File: src/common/sram_host_pkg.sv
// constants and types shared by the async sram host controller
package sram_host_pkg;
  // =====================================================================
  // geometry
  localparam int ADDR_W = 15;
  localparam int DATA_W = 16;
  localparam int LANE_W = 8;
  localparam int LANES  = 2;
  localparam int WORDS  = 32768;
  // =====================================================================
  // timing, in ns as printed, and clock figures
  localparam int CLK_PERIOD_NS                = 20;
  localparam int WRITE_STROBE_TURNOFF_DELAY_NS = 4;
  localparam int WRITE_DATA_SETUP_NS          = 8;
  localparam int READ_ACCESS_NS               = 15;
  localparam int WRITE_PULSE_NS               = 10;
  function automatic int ceil_cycles(input int ns);
    return (ns + CLK_PERIOD_NS - 1) / CLK_PERIOD_NS < 1 ? 1
         : (ns + CLK_PERIOD_NS - 1) / CLK_PERIOD_NS;
  endfunction
  // write pulse must cover turnoff plus setup, and the plain pulse width
  localparam int WRITE_LOW_NS = (WRITE_STROBE_TURNOFF_DELAY_NS + WRITE_DATA_SETUP_NS)
                                > WRITE_PULSE_NS
                              ? (WRITE_STROBE_TURNOFF_DELAY_NS + WRITE_DATA_SETUP_NS)
                              : WRITE_PULSE_NS;
  localparam int WRITE_CYCLES = ceil_cycles(WRITE_LOW_NS);
  // one extra cycle lets the pins settle through the input synchroniser
  localparam int READ_CYCLES  = ceil_cycles(READ_ACCESS_NS) + 1;
  localparam int CNT_W        = 4;
  localparam logic [CNT_W-1:0] CNT_ZERO = 4'h0;
  localparam logic [CNT_W-1:0] CNT_ONE  = 4'h1;
  localparam logic [LANES-1:0] LANES_OFF = 2'h3;
  // =====================================================================
  // sequencer states
  typedef enum logic [2:0] {
    ST_IDLE,
    ST_SETUP,
    ST_WRITE,
    ST_WHOLD,
    ST_READ,
    ST_RDONE
  } state_t;
endpackage

File: src/common/sram_pins_if.sv
// pin group between the sequencer and the pad stage
interface sram_pins_if;
  logic [sram_host_pkg::ADDR_W-1:0] address;
  logic                             chipSelectN;
  logic                             outputEnableN;
  logic                             writeEnableN;
  logic                             lowerLaneEnableN;
  logic                             upperLaneEnableN;
  logic [sram_host_pkg::DATA_W-1:0] dataOut;
  logic                             dataDrive;
  logic [sram_host_pkg::DATA_W-1:0] dataSync;
  modport seq (
    output address, chipSelectN, outputEnableN, writeEnableN,
    output lowerLaneEnableN, upperLaneEnableN, dataOut, dataDrive,
    input  dataSync
  );
  modport pad (
    input  address, chipSelectN, outputEnableN, writeEnableN,
    input  lowerLaneEnableN, upperLaneEnableN, dataOut, dataDrive,
    output dataSync
  );
endinterface

File: src/rtl/sram_data_sync.sv
// two-flop synchroniser for the data pins returned by the memory
module sram_data_sync (
  // clock and reset
  input  wire logic clock,
  input  wire logic rst_b,
  // pins and sequencer side
  input  wire logic [sram_host_pkg::DATA_W-1:0] dataIn,
  sram_pins_if.pad  pins
);
  // =====================================================================
  // synchroniser
  logic [sram_host_pkg::DATA_W-1:0] stage1;
  logic [sram_host_pkg::DATA_W-1:0] stage2;
  logic [sram_host_pkg::DATA_W-1:0] next_stage1;
  logic [sram_host_pkg::DATA_W-1:0] next_stage2;

  always_comb begin
    next_stage1 = dataIn;
    next_stage2 = stage1;
  end

  always_ff @(posedge clock) begin
    if (!rst_b) begin
      stage1 <= '0;
      stage2 <= '0;
    end else begin
      stage1 <= next_stage1;
      stage2 <= next_stage2;
    end
  end

  assign pins.dataSync = stage2;
endmodule // sram_data_sync

File: src/rtl/sram_host.sv
// host controller driving an asynchronous 32k x 16 sram with byte lanes
// Functional notes
// RULE1 - memory holds 32768 words of 16 bits, two byte lanes, 15-bit address
// RULE2 - chip select high deselects memory; its data pins float
// RULE3 - read: select and output enable low, write high; lanes with enable low drive
// RULE4 - write: select and write low; enabled lanes take data whatever output enable
// RULE5 - selected with output enable high or both lanes off: pins float
// RULE6 - write starts on select, write and a lane low; lasts during overlap
// RULE7 - write ends when any qualifying strobe returns inactive
// RULE8 - data setup and hold count from the strobe that ends the write
// RULE9 - select and write rising together leaves pins floating
// RULE10 - write strobe held low at least 4 ns plus 8 ns
// RULE11 - host never drives data while the memory drives during a read
// RULE12 - read address valid no later than select falling
// RULE13 - write enable stays high throughout a read
// RULE14 - address stable over the write overlap, changed after terminating edge
module sram_host #(
  parameter int WRITE_CYCLES = sram_host_pkg::WRITE_CYCLES,
  parameter int READ_CYCLES  = sram_host_pkg::READ_CYCLES
) (
  // clock and reset
  input  wire logic                             clock,
  input  wire logic                             rst_b,
  // user request
  input  wire logic                             reqValid,
  input  wire logic                             reqWrite,
  input  wire logic [sram_host_pkg::ADDR_W-1:0] reqAddress,
  input  wire logic [sram_host_pkg::DATA_W-1:0] reqData,
  input  wire logic [sram_host_pkg::LANES-1:0]  reqLaneEnable,
  output      logic                             reqReady,
  // user answer
  output      logic                             rspValid,
  output      logic [sram_host_pkg::DATA_W-1:0] rspData,
  // memory pins
  output      logic [sram_host_pkg::ADDR_W-1:0] memAddress,
  output      logic                             chipSelectN,
  output      logic                             outputEnableN,
  output      logic                             writeEnableN,
  output      logic                             lowerLaneEnableN,
  output      logic                             upperLaneEnableN,
  input  wire logic [sram_host_pkg::DATA_W-1:0] memDataIn,
  output      logic [sram_host_pkg::DATA_W-1:0] memDataOut,
  output      logic                             memDataOe
);
  // =====================================================================
  // pin group and synchroniser
  sram_pins_if pins ();

  sram_data_sync u_sync (
    .clock  (clock),
    .rst_b  (rst_b),
    .dataIn (memDataIn),
    .pins   (pins.pad)
  );

  // =====================================================================
  // sequencer state
  sram_host_pkg::state_t                    state;
  sram_host_pkg::state_t                    next_state;
  logic [sram_host_pkg::CNT_W-1:0]          count;
  logic [sram_host_pkg::CNT_W-1:0]          next_count;
  logic [sram_host_pkg::ADDR_W-1:0]         address;
  logic [sram_host_pkg::ADDR_W-1:0]         next_address;
  logic [sram_host_pkg::DATA_W-1:0]         wdata;
  logic [sram_host_pkg::DATA_W-1:0]         next_wdata;
  logic [sram_host_pkg::LANES-1:0]          laneN;
  logic [sram_host_pkg::LANES-1:0]          next_laneN;
  logic                                     isWrite;
  logic                                     next_isWrite;
  logic [sram_host_pkg::DATA_W-1:0]         rdata;
  logic [sram_host_pkg::DATA_W-1:0]         next_rdata;
  logic                                     rvalid;
  logic                                     next_rvalid;

  // strobe registers, so every pin comes from a flip-flop
  logic csN;
  logic next_csN;
  logic oeN;
  logic next_oeN;
  logic weN;
  logic next_weN;
  logic drive;
  logic next_drive;

  localparam logic [sram_host_pkg::CNT_W-1:0] WRITE_LOAD =
    sram_host_pkg::CNT_W'(WRITE_CYCLES - 1);
  localparam logic [sram_host_pkg::CNT_W-1:0] READ_LOAD =
    sram_host_pkg::CNT_W'(READ_CYCLES - 1);

  always_comb begin
    next_state   = state;
    next_count   = count;
    next_address = address;
    next_wdata   = wdata;
    next_laneN   = laneN;
    next_isWrite = isWrite;
    next_rdata   = rdata;
    next_rvalid  = 1'b0;
    next_csN     = 1'b1;
    next_oeN     = 1'b1;
    next_weN     = 1'b1;
    next_drive   = 1'b0;
    unique case (state)
      sram_host_pkg::ST_IDLE: begin
        // an empty lane mask would never open a write; it still completes
        if (reqValid) begin
          next_address = reqAddress;                              // see RULE1
          next_wdata   = reqData;
          next_laneN   = ~reqLaneEnable;
          next_isWrite = reqWrite;
          next_state   = sram_host_pkg::ST_SETUP;
        end
      end
      sram_host_pkg::ST_SETUP: begin
        // address settled a cycle before select falls                see RULE12
        next_csN = 1'b0;
        if (isWrite) begin
          next_weN   = 1'b0;                                      // see RULE6
          next_oeN   = 1'b1;
          next_drive = 1'b1;                                      // see RULE4
          next_count = WRITE_LOAD;
          next_state = sram_host_pkg::ST_WRITE;
        end else begin
          next_oeN   = 1'b0;                                      // see RULE3
          next_weN   = 1'b1;                                      // see RULE13
          next_count = READ_LOAD;
          next_state = sram_host_pkg::ST_READ;
        end
      end
      sram_host_pkg::ST_WRITE: begin
        next_csN   = 1'b0;
        next_drive = 1'b1;
        if (count != sram_host_pkg::CNT_ZERO) begin
          // held low long enough for turnoff plus setup              see RULE10
          next_weN   = 1'b0;
          next_count = count - sram_host_pkg::CNT_ONE;
        end else begin
          // write enable alone ends the write; data and address held  see RULE8
          next_weN   = 1'b1;                                      // see RULE7
          next_state = sram_host_pkg::ST_WHOLD;
        end
      end
      sram_host_pkg::ST_WHOLD: begin
        // select released one cycle after write enable; address kept  see RULE14
        next_laneN = sram_host_pkg::LANES_OFF;
        next_state = sram_host_pkg::ST_IDLE;
      end
      sram_host_pkg::ST_READ: begin
        // data bus left to the memory                                see RULE11
        next_csN = 1'b0;
        next_oeN = 1'b0;
        if (count != sram_host_pkg::CNT_ZERO) begin
          next_count = count - sram_host_pkg::CNT_ONE;
        end else begin
          next_state = sram_host_pkg::ST_RDONE;
        end
      end
      sram_host_pkg::ST_RDONE: begin
        // synchronised pins now show the word sampled while selected
        next_rdata  = pins.dataSync;
        next_rvalid = 1'b1;
        next_laneN  = sram_host_pkg::LANES_OFF;
        next_state  = sram_host_pkg::ST_IDLE;
      end
      default: next_state = sram_host_pkg::ST_IDLE;
    endcase
  end

  always_ff @(posedge clock) begin
    if (!rst_b) begin
      state   <= sram_host_pkg::ST_IDLE;
      count   <= sram_host_pkg::CNT_ZERO;
      address <= '0;
      wdata   <= '0;
      laneN   <= sram_host_pkg::LANES_OFF;
      isWrite <= 1'b0;
      rdata   <= '0;
      rvalid  <= 1'b0;
      csN     <= 1'b1;                                            // see RULE2
      oeN     <= 1'b1;
      weN     <= 1'b1;
      drive   <= 1'b0;
    end else begin
      state   <= next_state;
      count   <= next_count;
      address <= next_address;
      wdata   <= next_wdata;
      laneN   <= next_laneN;
      isWrite <= next_isWrite;
      rdata   <= next_rdata;
      rvalid  <= next_rvalid;
      csN     <= next_csN;
      oeN     <= next_oeN;
      weN     <= next_weN;
      drive   <= next_drive;
    end
  end

  // =====================================================================
  // pins
  assign pins.address          = address;
  assign pins.chipSelectN      = csN;
  assign pins.outputEnableN    = oeN;
  assign pins.writeEnableN     = weN;
  // oe held high during writes so the memory never drives    see RULE5
  assign pins.lowerLaneEnableN = laneN[0];
  assign pins.upperLaneEnableN = laneN[1];
  assign pins.dataOut          = wdata;
  assign pins.dataDrive        = drive;                            // see RULE9

  assign memAddress       = pins.address;
  assign chipSelectN      = pins.chipSelectN;
  assign outputEnableN    = pins.outputEnableN;
  assign writeEnableN     = pins.writeEnableN;
  assign lowerLaneEnableN = pins.lowerLaneEnableN;
  assign upperLaneEnableN = pins.upperLaneEnableN;
  assign memDataOut       = pins.dataOut;
  assign memDataOe        = pins.dataDrive;

  assign reqReady = (state == sram_host_pkg::ST_IDLE);
  assign rspValid = rvalid;
  assign rspData  = rdata;
endmodule // sram_host

File: config.mk
export PLATFORM = sky130hd
export DESIGN_NAME = sram_host
export DESIGN_NICKNAME = d
export VERILOG_FILES = /design/src/common/sram_host_pkg.sv /design/src/common/sram_pins_if.sv /design/src/rtl/sram_data_sync.sv /design/src/rtl/sram_host.sv
export SDC_FILE = /design/constraint.sdc
export NUM_CORES = 1
export LEC_CHECK = 0
export ABC_AREA = 1
export BUFFER_PORTS_ARGS = -buffer_cell sky130_fd_sc_hd__buf_2
export CELL_PAD_IN_SITES_DETAIL_PLACEMENT = 1
export CELL_PAD_IN_SITES_GLOBAL_PLACEMENT = 1
export CORE_UTILIZATION = 38
export CTS_CLUSTER_SIZE = 24
export DETAILED_ROUTE_END_ITERATION = 10
export PLACE_DENSITY_LB_ADDON = 0.2
export SLEW_MARGIN = 30
export SYNTH_ARGS = -nofsm -noshare
export SYNTH_HDL_FRONTEND = slang
export SYNTH_SLANG_ARGS = --single-unit
File: constraint.sdc
create_clock -name clock -period 1.9 [get_ports clock]
set_input_delay 0.285 -clock clock [delete_from_list [all_inputs] [get_ports clock]]
set_output_delay 0.285 -clock clock [all_outputs]
set_load 0.01 [all_outputs]
After elaboration in Yosys (flattened, before gate mapping)
Index checks and enable logic that the tools add are counted.
Word-level totals
  bits of input ports: 53
  register bits: 94
  output and inout bits: 55
  word-level logic and storage cells: 54
Operators by class
  reductions and logical operators: 11
  add/sub/neg operators: 1
  equality and inequality tests: 9
  muxes and demuxes: 18
  bitwise logic cells: 1
Operators by type and width (count)
  $mux W3: 4
  $pmux W3 S4: 1
  $pmux W4 S2: 1
  $eq A3 B2 Y1 const B: 2
  $eq A3 B3 Y1 const B: 2
  $mux W1: 6
  $ne A2 B2 Y1 const B: 3
  $pmux W1 S2: 3
  $reduce_and A2 Y1: 3
  $mux W4: 1
  $pmux W2 S2: 1
  $reduce_bool A2 Y1: 2
  $reduce_bool A4 Y1: 1
  $reduce_or A2 Y1: 2
  $sub A4 B1 Y4 const B: 1
  $eq A3 B1 Y1 const B: 1
  $logic_not A3 Y1: 1
  $reduce_and A3 Y1: 1
  $reduce_or A3 Y1: 1
  $mux W2: 1
  $ne A2 B1 Y1 const B: 1
  $not A2 Y2: 1

Logic depth before layout (Yosys ltp)
Gate-level depths: netlist (run 1).
  depth in word-level cells: 4
  mapped depth: 10
  gate-level depth less buffers: 10

Modules after synthesis
From an unflattened synthesis (run 1), not the netlist that was laid out.
Unflattened totals
  cell total of the unflattened synthesis: 401
  area total of the unflattened synthesis: 3254.4 um2
Modules (own cells, without submodules)
  sram_host: area an instance 2339.7 um2, instances 1, cells each 302, seq. area each 1241.2 um2
  sram_data_sync: area an instance 914.6 um2, instances 1, cells each 99, seq. area each 640.6 um2

Least setup slack after synthesis (run 1)
OpenSTA, ideal clock, no wires.
  path type: flip-flop to flip-flop
  from: register state[2]
  to: register address, in the netlist memAddress[0]
  clock period less this slack: 1.192 ns
  stages on the path, launching flop included: 9
  path buffers: 2
  slack: 0.708 ns
  setup time: 0.116 ns
  required time: 1.784 ns
  arrival: 1.076 ns
  path through: dfxtp_1 buf_6 inv_2 nand2_2 inv_2 nand2_2 buf_4 nor2_1 nor2_1
Between the ends
  cells in the longest elaborated chain, start to end: 2
Ends and longest elaborated chain
  from (decl): line sram_host.sv:58  | sram_host_pkg::state_t state;
  from (signal assigned): line sram_host.sv:171  | state <= sram_host_pkg::ST_IDLE;
  from (signal assigned): line sram_host.sv:184  | state <= next_state;
  $logic_not A3 Y1
  net reqReady: line sram_host.sv:30  | output logic reqReady,
  $reduce_and A2 Y1 (no line)
  to (signal assigned): line sram_host.sv:186  | address <= next_address;
  to (decl): line sram_host.sv:62  | logic [sram_host_pkg::ADDR_W-1:0] address;
The timed path passes the listed nets, and every way through them passes these cells.
A chain may end at the register's enable or synchronous reset.

Worst setup path after layout (run 1)
  from: register state[1]
  to: register isWrite
Between the ends
  cells in the longest elaborated chain, start to end: 2
Ends and longest elaborated chain
  $logic_not A3 Y1: line sram_host.sv:103  | unique case (state)
  $reduce_and A2 Y1 (no line)
  to (signal assigned): line sram_host.sv:189  | isWrite <= next_isWrite;
  to (decl): line sram_host.sv:68  | logic isWrite;
No other way between the ends.

==> impl_metrics.toml, run 1 <==
[sta]
maxSlewViolCount = 0
tightestPinTransition_ns = 0.647
min_period_ns = 1.70
rsz0062_at_grt = "no"
relSlewSlack = 0.567
hold_viol = 0
setup-tns-final_ns = 0
worst_slack_ns = 0.203
period_share = 0.893
setup_violations = 0
fin_skew_ns = 0.0129
max_freq_mhz = 589

[grt]
antenna_found_initial = 0
track_usage = 0.188
grt_pass1_wl_um = 12900
grt_max_degree = 71
grt_pass1_vias = 2770
grt-ovfl-total = 0

[drt]
ant_nets = 0
routedWlPerCell_um = 13.0
drt-total-wl_um = 7960
first_pass_iters = 4
drtIter0Drc = 138
drc = 0
post_drt_via_cell_ratio = 4.55
vias = 2796

[clock_tree]
cts_made_buffers = 9
post_cts_buffers = 0
ctsRootBufferMaster = "clkbuf_8"
cts_resized = 0
cts.clk_slew.worst_paths_ns = 0.09
cts_buffer_depth = 2
clock-sinks = 94
cts_tree = "yes"
postCtsHoldBufs = 0
insertion_delay_ns = 0.36
htree_levels = 3

[setup_path]
critical_path_class = "flip-flop to flip-flop"
cp_max_fo = 35
end_kind = "flip-flop"
worst-endpoint-required_ns = 2.11
arrival_ns = 1.91
startpoint_type = "flip-flop"

[yosys]
ys_seq_elements = 94
synth_top_area_share = 0.581
synth_cell_types = 20
synth.largest_area_cell = "dfxtp_1"
synthAdderAreaFrac = 0.00387
synth_xor_xnor_area_share = 0
yosys.area_share.simple = 0.229
synth_top_family_by_area = "simple AND/OR/NAND/NOR gates"
synth_compound_area_frac = 0.0939
yosys-top-cells-area = "dfxtp_1 (58%), nor2_1 (8.8%), nand2_1 (7.7%)"
yosysSeqAreaShare = 0.581
synthMuxAreaShare = 0
synth_nets = 456
syn_area_um2 = 3240
syn_inst = 402
synth.avg_cell_area_um2 = 8.05
ys_warn_count = 0

[power]
power_frac_clock = 0.275
internal_power_mw = 3.81
p_comb_frac = 0.295
seqPwrFrac = 0.430
finalPower_mw = 5.82
p_sw_frac = 0.345
p_per_area_nw_per_um2 = 1420
leakage_nw = 2.19
p_sw_mw = 2.01
vdd_drop_max_mv = 0.590

[finish]
final_nets = 559
areaGrowthSynthToFinish_pct = 26.3
multiInputGateArea_um2 = 1060
fill_cells = 1072
drive_gt1_frac = 0.271
ff_latch_area_um2 = 1880
num_antenna_cells = 0

[status]
outcome = "completed"

[placement]
portBuffers = 107
hpwl_um = 5570
dp_slack_ns = 0.242
place_congestion = 0.740

[die]
rows = 33
initial_core_util = 0.394
coreArea_um2 = 8220
die_w_um = 94.3
dieHeight_um = 94.3
pin_count = 108
die-area_um2 = 8890

[job]
drv_cap = 0

[min_path]
min_path_type = "input port to flip-flop"
path summary, 6_finish.rpt:
path                             end  depth (start not counted)  slack [ns]             startpoint
max                          isWrite                          6        0.20               state[1]
max reg2reg                  isWrite                          6        0.20               state[1]
min            u_sync.next_stage2[8]                          3        0.11           memDataIn[8]
min reg2reg  u_sync.pins.dataSync[9]                          2        0.42  u_sync.next_stage2[9]
synth_stat cells:
cell / number
a21oi_1: 20
a21oi_2: 1
and2_1: 2
buf_2: 7
buf_4: 2
buf_6: 2
clkbuf_1: 9
dfxtp_1: 94
ha_1: 1
inv_1: 49
inv_2: 2
nand2_1: 66
nand2_2: 4
nand2_4: 2
nand3_1: 25
nor2_1: 76
nor2_4: 2
o211ai_1: 2
o21ai_0: 32
o21ai_1: 4
final cells by class:
| class | instances | area share |
|---|---|---|
| inverters | 51 | 0.0468 |
| flip-flops and latches | 94 | 0.460 |
| repair buffers | 112 | 0.143 |
| well taps | 105 | 0.0321 |
| clock buffers | 9 | 0.0303 |
| multi-input cells | 237 | 0.259 |
| clock inverters | 6 | 0.0285 |
state kept, by name (all words and copies together) (netlist names):
signal                cells
isWrite                   1
state                     3
count                     4
u_sync.next_stage2       16
memDataOe                 1
rspData                  16
u_sync.pins.dataSync     16
laneN                     2
chipSelectN               1
memDataOut               16
memAddress               15
writeEnableN              1
outputEnableN             1
rspValid                  1
worst max-delay path: stages (launching register included):
cell     delay (ns)
dfxtp_1        0.36
nor2_1         0.20
nand2_2        0.12
inv_2          0.09
nand2_2        0.35
o21ai_0        0.35
a21oi_1        0.07
logic make-up after synthesis:
family / Yosys count
DFF: 94
buffers and inverters: 71
and+or+nand+nor: 177
AOI/OAI and AO/OA: 59
adders and majority gates: 1
metrics by stage:
stage,instances,instance area (um2),utilization,hold WS [ns]
after global routing,614,4090,0.497,0.0977
after global placement,599,3850,0.468,0.394
final,614,4090,0.497,0.108
after detailed placement,599,3850,0.468,0.399
after floorplan,402,3240,-,0.383
after CTS,614,4090,0.497,0.0944
cell usage in the layout (no fill, tap or decap):
cell       instances
inv_2              2
nand2_1           66
a21oi_2            1
nand2_4            2
o211ai_1           2
o21ai_0           32
nor2_1            76
nand2_2            4
o21ai_1            4
inv_6              3
and2_1             2
ha_1               1
a21oi_1           20
bufinv_16          3
nand3_1           25
inv_1             49
buf_12             1
clkbuf_8           9
nor2_4             2
dfxtp_1           94
buf_2            107
buf_4              4
power by group through the flow:
stage               Clock [mW]  Sequential (mW)  Combinational, mW
CTS                       1.65             2.50               1.75
finish                    1.60             2.50               1.72
global placement             0             2.53               1.67
global route              1.73             2.54               1.95
detailed placement           0             2.54               1.74
floorplan                    0             2.66               1.03
layer usage:
metal,vias up,part of all wire,global-route usage
met3,12,0.070,0.0647
met2,70,0.45,0.290
met1,1280,0.46,0.237
li1,1434,-,-
met5,-,0,0
met4,0,0.020,0.0833
Note: power is estimated with default switching activity, not from simulation.
==> run 2, diff against run 1 <==
CORE_ASPECT_RATIO = 0.75   (was unset)
==> impl_metrics.toml, run 2 (synthesis results as in run 1) <==
[die]
initial_core_util = 0.402
coreArea_um2 = 8060
die_w_um = 109
die-area_um2 = 8900
rows = 28
pin_count = 108
dieHeight_um = 81.9

[finish]
drive_gt1_frac = 0.272
layout_common_cells = "buf_2 (107), dfxtp_1 (94), nor2_1 (76)"
multiInputGateArea_um2 = 1060
final_common_cell = "buf_2"
fin_area_um2 = 4170
fill_cells = 1029
areaGrowthSynthToFinish_pct = 28.8
ff_latch_area_um2 = 1880
final_nets = 560

[grt]
grtUsageMet3 = 0.0770
antenna_found_initial = 0
gr-usage-met1 = 0.273
track_usage = 0.204
grt_pass1_wl_um = 13900
grt-ovfl-total = 0
grt_pass1_vias = 2776
busiest_layer = "met2"
grt_max_degree = 54
grt_use_met2 = 0.311

[setup_path]
arrival_ns = 1.30
worst-r2r-setup-slack_ns = 0.35
crit_top_cell = "inv_2"
cp_max_fo = 9
critical_path_class = "flip-flop to primary output"
cp_slowest_stage_delay_ns = 0.52
crit_slowest_cell = "dfxtp_1"
end_kind = "primary output"
path_cells = "inv_2, nand2_2, inv_2, buf_2"
startpoint_type = "flip-flop"
cp_top_family = "flip-flops"
path_buf_inv = 3
worst-endpoint-required_ns = 1.62

[clock_tree]
clock-sinks = 94
cts_resized = 0
postCtsHoldBufs = 0
cts_made_buffers = 9
htree_levels = 3
cts_buffer_depth = 2
post_cts_buffers = 0
ctsRootBufferMaster = "clkbuf_16"
cts.clk_slew.worst_paths_ns = 0.07
cts_tree = "yes"
insertion_delay_ns = 0.33

[drt]
drtIter0Drc = 136
drt-total-wl_um = 8230
vias = 2788
routedWlPerCell_um = 13.3
first_pass_iters = 4
post_drt_via_cell_ratio = 4.52
ant_nets = 0
drc = 0

[power]
leakage_nw = 2.22
p_per_area_nw_per_um2 = 1450
finalPower_mw = 6.06
vdd_drop_max_mv = 0.674

[placement]
portBuffers = 107
hpwl_um = 5820
place_congestion = 0.802
post_dp_cell_area_um2 = 3870

[sta]
rsz0062_at_grt = "no"
maxSlewViolCount = 0
max_freq_mhz = 629
hold_viol = 0
fin_skew_ns = 0.00463
min_period_ns = 1.59
tightestPinTransition_ns = 0.405
setup-tns-final_ns = 0
setup_violations = 0
period_share = 0.836
hold_slack_ns = 0.130
relSlewSlack = 0.730

[status]
outcome = "completed"

[min_path]
min_path_type = "input port to flip-flop"

[job]
drv_cap = 0
-- run 2: power breakdown --
| part | internal (mW) | switching [mW] | total, mW |
|---|---|---|---|
| clock network | 1.03 | 0.763 | 1.79 |
| logic | 0.623 | 1.12 | 1.75 |
| registers | 2.34 | 0.188 | 2.52 |
-- run 2: final cells by class --
class                      count  area share
antenna                        1    0.000600
clock buffer                  10      0.0549
multi-input combinational    237       0.254
timing repair buffer         113       0.145
sequential                    94       0.452
tap                          105      0.0315
inverter                      51      0.0459
clock inverter                 6      0.0165
-- run 2: per-layer routing --
layer | share of wire | routed length (um)
met2 | 0.44 | 3650
met5 | 0 | 0
met1 | 0.49 | 4050
met3 | 0.061 | 502
met4 | 0.0033 | 27
-- run 2: worst paths after layout --
| path | from | end | cells after the start |
|---|---|---|---|
| setup reg to reg | state[2] | memAddress[10] | 7 |
| hold / removal | memDataIn[8] | u_sync.next_stage2[8] | 3 |
| setup / recovery | state[2] | reqReady | 4 |
| hold reg to reg | u_sync.next_stage2[11] | u_sync.pins.dataSync[11] | 2 |
-- run 2: worst register-to-register path, delay by kind of cell, from the launching register on --
kind | cells | cell delay [ns]
buffers and inverters | 3 | 0.38
flip-flops | 1 | 0.52
AND/OR/NAND/NOR | 4 | 0.59
-- run 2: stage by stage --
step                      worst slack [ns]  utilization  std cells
after floorplan                      0.708            -        402
after global placement               0.441        0.480        600
after detailed placement             0.352        0.480        600
after CTS                            0.305        0.517        616
after global routing                 0.214        0.517        616
final                                0.311        0.517        617
